==> src/logic/limit_compare.sv <==
`timescale 1ns/100ps
`default_nettype none
module limit_compare #(
  parameter int CODE_W = 20
) (
  input  wire logic [CODE_W-1:0] code,   // conversion result
  input  wire logic [CODE_W-1:0] upper,  // signed upper limit
  input  wire logic [CODE_W-1:0] lower,  // signed lower limit
  input  wire logic              check,  // result valid this cycle
  output logic                   over,   // strictly above upper
  output logic                   under   // strictly below lower
);
  assign over  = check && ($signed(code) > $signed(upper));   // RULE_09
  assign under = check && ($signed(code) < $signed(lower));   // RULE_09
endmodule : limit_compare
`default_nettype wire

==> config.mk <==
export PLATFORM = sky130hd
export DESIGN_NAME = limit_compare
export DESIGN_NICKNAME = d
export VERILOG_FILES = /design/src/logic/limit_compare.sv
export SDC_FILE = /design/constraint.sdc
export NUM_CORES = 1
export LEC_CHECK = 0
export BUFFER_PORTS_ARGS = -buffer_cell sky130_fd_sc_hd__buf_2
export CAP_MARGIN = 20
export CORE_ASPECT_RATIO = 1.4
export CORE_MARGIN = 2
export CORE_UTILIZATION = 41
export DETAILED_ROUTE_END_ITERATION = 10
export PLACE_DENSITY = 0.9
export SLEW_MARGIN = 20
export SYNTH_ARGS = -nofsm -noshare
export SYNTH_HDL_FRONTEND = slang
export SYNTH_SLANG_ARGS = --single-unit
==> constraint.sdc <==
create_clock -name vclk -period 1.5
set_input_delay 0.15 -clock vclk [all_inputs]
set_output_delay 0.15 -clock vclk [all_outputs]
set_load 0.03 [all_outputs]
Yosys cells after proc, flatten, opt, wreduce, memory -nomap -nowiden
Cells that the tools add are included.

storage, ports and cells
  bits in registers = 0
  output and inout port bits = 2
  logic and storage cells = 4

cells by class
  $lt $le $gt $ge = 2
  reduce and logical (&&, ||, !) cells = 2

operators by type and width
  cell                            count
  20-bit greater-than comparator  1
  20-bit less-than comparator     1
  1-bit logical AND               2

Logic depth before layout (Yosys ltp)
Gate-level depths: netlist of run 1.

  depth in word-level cells = 2
  depth in mapped cells = 8
  gate-level depth less buffers = 8

Worst setup path after synthesis of run 1
OpenSTA, ideal clock, no wires.

  path kind = input port to output port
  from = input port lower[17]
  to = output port under
  arrival = 1.754 ns
  setup slack = -0.404 ns
  stages = 8
  buffers on the path = 0
  path through = inv_1 ha_1 a21o_1 a21o_1 a21oi_1 o211ai_1 a31oi_1 mux2i_1

on the way
  longest elaborated chain between the ends = 2

RTL lines
  item                         line  RTL
  start: declaration           8     input wire logic [CODE_W-1:0] lower,
  20-bit less-than comparator  14    assign under = check && ($signed(code) < $signed(lower));
  1-bit logical AND            14
  end: declaration             11    output logic under

Every way passes these cells.

Worst setup path in the final report of run 1
  from = input port code[1]
  to = output port under

on the way
  longest elaborated chain between the ends = 2

RTL lines
  item                         line  RTL
  start: declaration           6     input wire logic [CODE_W-1:0] code,
  20-bit less-than comparator  14
  1-bit logical AND            14

Every way passes these cells.

==> flow_metrics.env, run 1 <==
export IMPL_synth_cells=140
export IMPL_layout_drive_gt1_share_pct=57.53
export IMPL_yosysSeqAreaShare_pct=0
export IMPL_rsz0062_at_grt="yes"
export IMPL_seq_cell_count=0
export IMPL_fin_ws_ps=-376.9
export IMPL_place_congestion=0.7733
export IMPL_finalCritPeriodShare_pct=125.1
export IMPL_register_area_um2=0
export IMPL_maxCapViolations=0
export IMPL_viasPerCell=5.430
export IMPL_critPathCaptureType="output pin"
export IMPL_max_freq_ghz=0.5328
export IMPL_power_leakage_uw=0.001009
export IMPL_status="complete, but fails checks"
export IMPL_tightest_slew_ps=254.9
export IMPL_netlist_area_mm2=0.001016
export IMPL_synth_top_area_cell="ha_1"
export IMPL_syn_num_nets=240
export IMPL_nets=321
export IMPL_grt_use_total_pct=22.88
export IMPL_cts_hold_buffers_added=0
export IMPL_grt_pass1_wl_um=5237
export IMPL_grt_pass1_vias=1343
export IMPL_yosysWarningCount=0
export IMPL_post_cts_buffers=0
export IMPL_worst_setup_path_start_kind="input port"
export IMPL_die_y_um=62.90
export IMPL_total_power_uw=553.1
export IMPL_die_w_um=46.07
export IMPL_start_util_pct=42.96
export IMPL_die_area_mm2=0.002898
export IMPL_core_area_mm2=0.002365
export IMPL_grt_overflow=0
export IMPL_boundaryPins=63
export IMPL_dp_slack_ps=-544.0
export IMPL_diodes=0
export IMPL_final_max_slew_viol_count=0
export IMPL_postRouteAntennaNets=0
export IMPL_area_growth_pct=82.14
export IMPL_drtIter0Drc=15
export IMPL_yosysMostFrequentCell="inv_1"
export IMPL_worstPathArrival_ps=1730
export IMPL_routed_wl_um=3568
export IMPL_hold_viol_final=0
export IMPL_synth_cell_type_count=26
export IMPL_cp_required_ps=1350
export IMPL_vias=1314
export IMPL_hold_path_class="in2out"
export IMPL_syn_area_per_cell_um2=7.257
export IMPL_fill_cells=161
export IMPL_placementRows=21
export IMPL_utilization_pct=78.25
export IMPL_path_class="in2out"
export IMPL_instances_no_fill=242
export IMPL_drc=0
export IMPL_wl_per_cell_um=14.74
export IMPL_synthTopCellsByCount="40 x inv_1, 39 x ha_1, 12 x a21oi_1, 8 x nand2_1, 5 x a21o_1"
export IMPL_dp_hpwl_um=2531
export IMPL_setup_viol=2
export IMPL_drtPass1Iterations=4
export IMPL_dp_cells=242
export IMPL_antenna_found_initial=0
export IMPL_clock_buffers=0
export IMPL_crit_fanout=2
export IMPL_vdd_drop_max_v=0.0001737
export IMPL_period_needed_ps=1877
export IMPL_post_synth_top_area_fraction_pct=48.03
export IMPL_io_buffers=63
export IMPL_yosys_top_cells_area="ha_1 48%, inv_1 15%, a21oi_1 5.9%"
export IMPL_violations="negative setup slack"
export IMPL_relSlewSlack_pct=82.86
export IMPL_power_per_cell_area_mw_per_mm2=298.9
export IMPL_grt_start_max_net_pins=5
## per-stage QoR
stage	setup TNS (ps)	hold slack [ps]	area, um2
final	-746.6	715.5	1851
after global routing	-883.3	724.0	1851
after CTS	-639.1	718.5	1772
after detailed placement	-1001	722.3	1618
after global placement	-912.6	715.1	1618
after floorplan	-367.7	484.4	1154
## path summary, 6_finish.rpt
check                    from     to  depth (start not counted)
worst min-delay path    check  under                          4
worst max-delay path  code[1]  under                          9
## layer usage
metal / part of all wire [%] / vias up / global-route usage, %
li1: - / 649 / -
met1: 35 / 624 / 23.79
met2: 61 / 41 / 46.88
met3: 4.0 / 0 / 1.445
met4: 0 / 0 / 1.786
met5: 0 / - / 0
## critical path, cell delays in order
cell	delay [ps]
buf_8	110
ha_4	220
o21ai_2	130
a21oi_2	60
o31ai_1	240
o211ai_1	150
a31oi_1	260
mux2i_2	230
buf_4	180
## power by group
part | leakage (uW) | switching (uW) | internal, uW | total, uW
Sequential | 0 | 0 | 0 | 0
Combinational | 0.00101 | 256 | 297 | 553
Clock | 0 | 0 | 0 | 0
Total | 0.00101 | 256 | 297 | 553
## cells in the final DEF (no fill, tap or decap), types with 3 or more instances in the layout
cell | netlist | layout
buf_2 | 0 | 55
inv_1 | 40 | 29
ha_1 | 39 | 20
ha_4 | 0 | 19
buf_4 | 0 | 19
inv_2 | 0 | 8
a21oi_1 | 12 | 8
nand2_1 | 8 | 7
a21o_1 | 5 | 5
nand4_1 | 4 | 4
a21oi_2 | 0 | 4
nor2_1 | 4 | 4
o211ai_1 | 3 | 3
buf_6 | 0 | 3
## final cells by class
| class | count | area, um2 | area share, % |
|---|---|---|---|
| inverters | 40 | 167.7 | 9.060 |
| well taps | 23 | 28.78 | 1.555 |
| repair buffers | 79 | 481.7 | 26.03 |
| multi-input cells | 100 | 1172 | 63.35 |
## logic make-up after synthesis
group                      Yosys count  share of synthesized area (%)
AOI/OAI and AO/OA                   32                          20.94
adders and majority gates           39                          48.03
buffers and inverters               40                          14.78
muxes                                2                          1.971
and+or+nand+nor                     27                          14.29
## timing repair
action	4_1_cts	5_1_grt
gates resized for setup	35	10
pin swaps	20	10
setup endpoints to repair	2	2
(Power assumes the default switching activity.)
==> run 2, diff against run 1 <==
--- a/config.mk
+++ b/config.mk
@@ -8,10 +8,11 @@
 export BUFFER_PORTS_ARGS = -buffer_cell sky130_fd_sc_hd__buf_2
 export CAP_MARGIN = 20
 export CORE_ASPECT_RATIO = 1.4
-export CORE_MARGIN = 2
+export CORE_MARGIN = 3
 export CORE_UTILIZATION = 41
 export DETAILED_ROUTE_END_ITERATION = 10
 export PLACE_DENSITY = 0.9
+export SKIP_LAST_GASP = 1
 export SLEW_MARGIN = 20
 export SYNTH_ARGS = -nofsm -noshare
 export SYNTH_HDL_FRONTEND = slang
==> run 2 against run 1 <==
  * The flow still finishes with violations (negative setup slack)
  * Combinational power down 4.7%
  * Critical path depth stayed put
  * Via count shrank 2.4%
  * Count of clock-buffer cells in the layout did not move
  * Worst hold slack improved by 4.7 ps
  * Final cell count is 0.41% lower
  * First-iteration DRC count is 27% lower
  * Sequential share of layout area is the same
  * Utilization is 2.9 points higher
  * Global-route usage is 3.5 points lower
  * Critical endpoint unchanged
==> flow_metrics.env, run 2 (synthesized netlist as in run 1, its figures left out) <==
export IMPL_status="complete, but fails checks"
export IMPL_violations="negative setup slack"
export IMPL_drtPass1Iterations=4
export IMPL_seq_cell_count=0
export IMPL_maxCapViolations=0
export IMPL_utilization_pct=81.17
export IMPL_die_area_mm2=0.003120
export IMPL_postRouteAntennaNets=0
export IMPL_hold_viol_final=0
export IMPL_hold_worst_slack_ps=720.2
export IMPL_grt_start_max_net_pins=5
export IMPL_cts_hold_buffers_added=0
export IMPL_boundaryPins=63
export IMPL_setup_viol=2
export IMPL_viasPerCell=5.324
export IMPL_max_stage_delay_ps=260
export IMPL_antenna_found_initial=0
export IMPL_cp_required_ps=1350
export IMPL_tightest_slew_ps=235.2
export IMPL_wl_per_cell_um=13.19
export IMPL_grt_use_total_pct=19.33
export IMPL_diodes=0
export IMPL_start_util_pct=45.11
export IMPL_grt_pass1_wl_um=4616
export IMPL_final_cell_area_mm2=0.001828
export IMPL_placed_area_mm2=0.001609
export IMPL_final_max_slew_viol_count=0
export IMPL_routed_wl_um=3178
export IMPL_finalCritPeriodShare_pct=124.0
export IMPL_rsz0062_at_grt="yes"
export IMPL_area_growth_pct=79.93
export IMPL_relSlewSlack_pct=84.07
export IMPL_grt_overflow=0
export IMPL_hold_path_class="in2out"
export IMPL_register_area_um2=0
export IMPL_max_freq_ghz=0.5376
export IMPL_final_common_cell="buf_2"
export IMPL_grt_pass1_vias=1211
export IMPL_core_area_mm2=0.002252
export IMPL_crit_buf_inv=2
export IMPL_drc=0
export IMPL_dp_slack_ps=-506.5
export IMPL_power_per_cell_area_mw_per_mm2=288.4
export IMPL_worstPathArrival_ps=1710
export IMPL_path_cells="buf_8 > ha_4 > o21ai_2 > a21oi_1 > o31ai_1 > o211ai_1 > a31oi_1 > mux2i_2 > buf_4"
export IMPL_die_y_um=64.90
export IMPL_critPathCaptureType="output pin"
export IMPL_period_needed_ps=1860
export IMPL_power_leakage_uw=0.0009953
export IMPL_worst_setup_path_start_kind="input port"
export IMPL_vdd_drop_max_v=0.0001789
export IMPL_place_congestion=0.8033
export IMPL_mostFrequentLayoutCells="57 x buf_2, 30 x inv_1, 21 x ha_1, 18 x ha_4, 18 x buf_4"
export IMPL_fin_ws_ps=-360.3
export IMPL_placementRows=20
export IMPL_dp_hpwl_um=2614
export IMPL_clock_buffers=0
export IMPL_critPathSlowestCell="a31oi_1"
export IMPL_layout_drive_gt1_share_pct=56.62
export IMPL_die_w_um=48.07
export IMPL_crit_fanout=2
export IMPL_path_class="in2out"
export IMPL_nets=321
export IMPL_crit_family="compound AO/OA/AOI/OAI gates"
export IMPL_io_buffers=63
export IMPL_vias=1283
export IMPL_drtIter0Drc=11
## run 2: cell counts in the layout (fill, tap and decap cells not counted)
No cell type changed its count.
## run 2: metal layers
| layer | wire length (um) | global-route usage (%) | vias up |
|---|---|---|---|
| met2 | 1836 | 39.07 | 42 |
| met3 | 125 | 0.2778 | 4 |
| met1 | 1171 | 20.73 | 586 |
| met4 | 44 | 2.357 | 0 |
| met5 | 0 | 0 | - |
| li1 | - | - | 651 |
## run 2: repair_timing
action                     CTS  global route
buffers inserted             0             1
resized for setup           27            14
gates cloned                 0             0
setup endpoints to repair    2             2
pin swaps                   12            14
hold endpoints to repair     0             0
## run 2: report_power, final
group          internal [uW]  switching, uW  leakage (uW)
logic                    285            242      0.000995
registers                  0              0             0
clock network              0              0             0
total                    285            242      0.000995
## run 2: layout make-up
| type | count | area [um2] |
|---|---|---|
| fill | 127 | 424.2 |
| inverter | 40 | 167.7 |
| multi-input combinational | 100 | 1164 |
| tap | 22 | 27.53 |
| timing repair buffer | 79 | 469.2 |
## run 2: stage by stage
step / TNS (ps) / cells / total power (uW)
CTS: -710.6 / 240 / 482.7
floorplan: -367.7 / 140 / 238.4
detailed placement: -938.4 / 240 / 438.0
global route: -869.8 / 241 / 594.3
global placement: -863.6 / 240 / 420.5
finish: -715.4 / 241 / 527.2
## run 2: final timing paths
| path | from | to | slack [ps] | cells after the start |
|---|---|---|---|---|
| hold / removal | check | under | 720 | 4 |
| setup / recovery | code[1] | under | -360 | 9 |
## run 2: tightest hold or removal path, delay by kind of cell
family	cells	cell delay (ps)
buf+inv	2	290
simple gates	1	70
mux	1	60
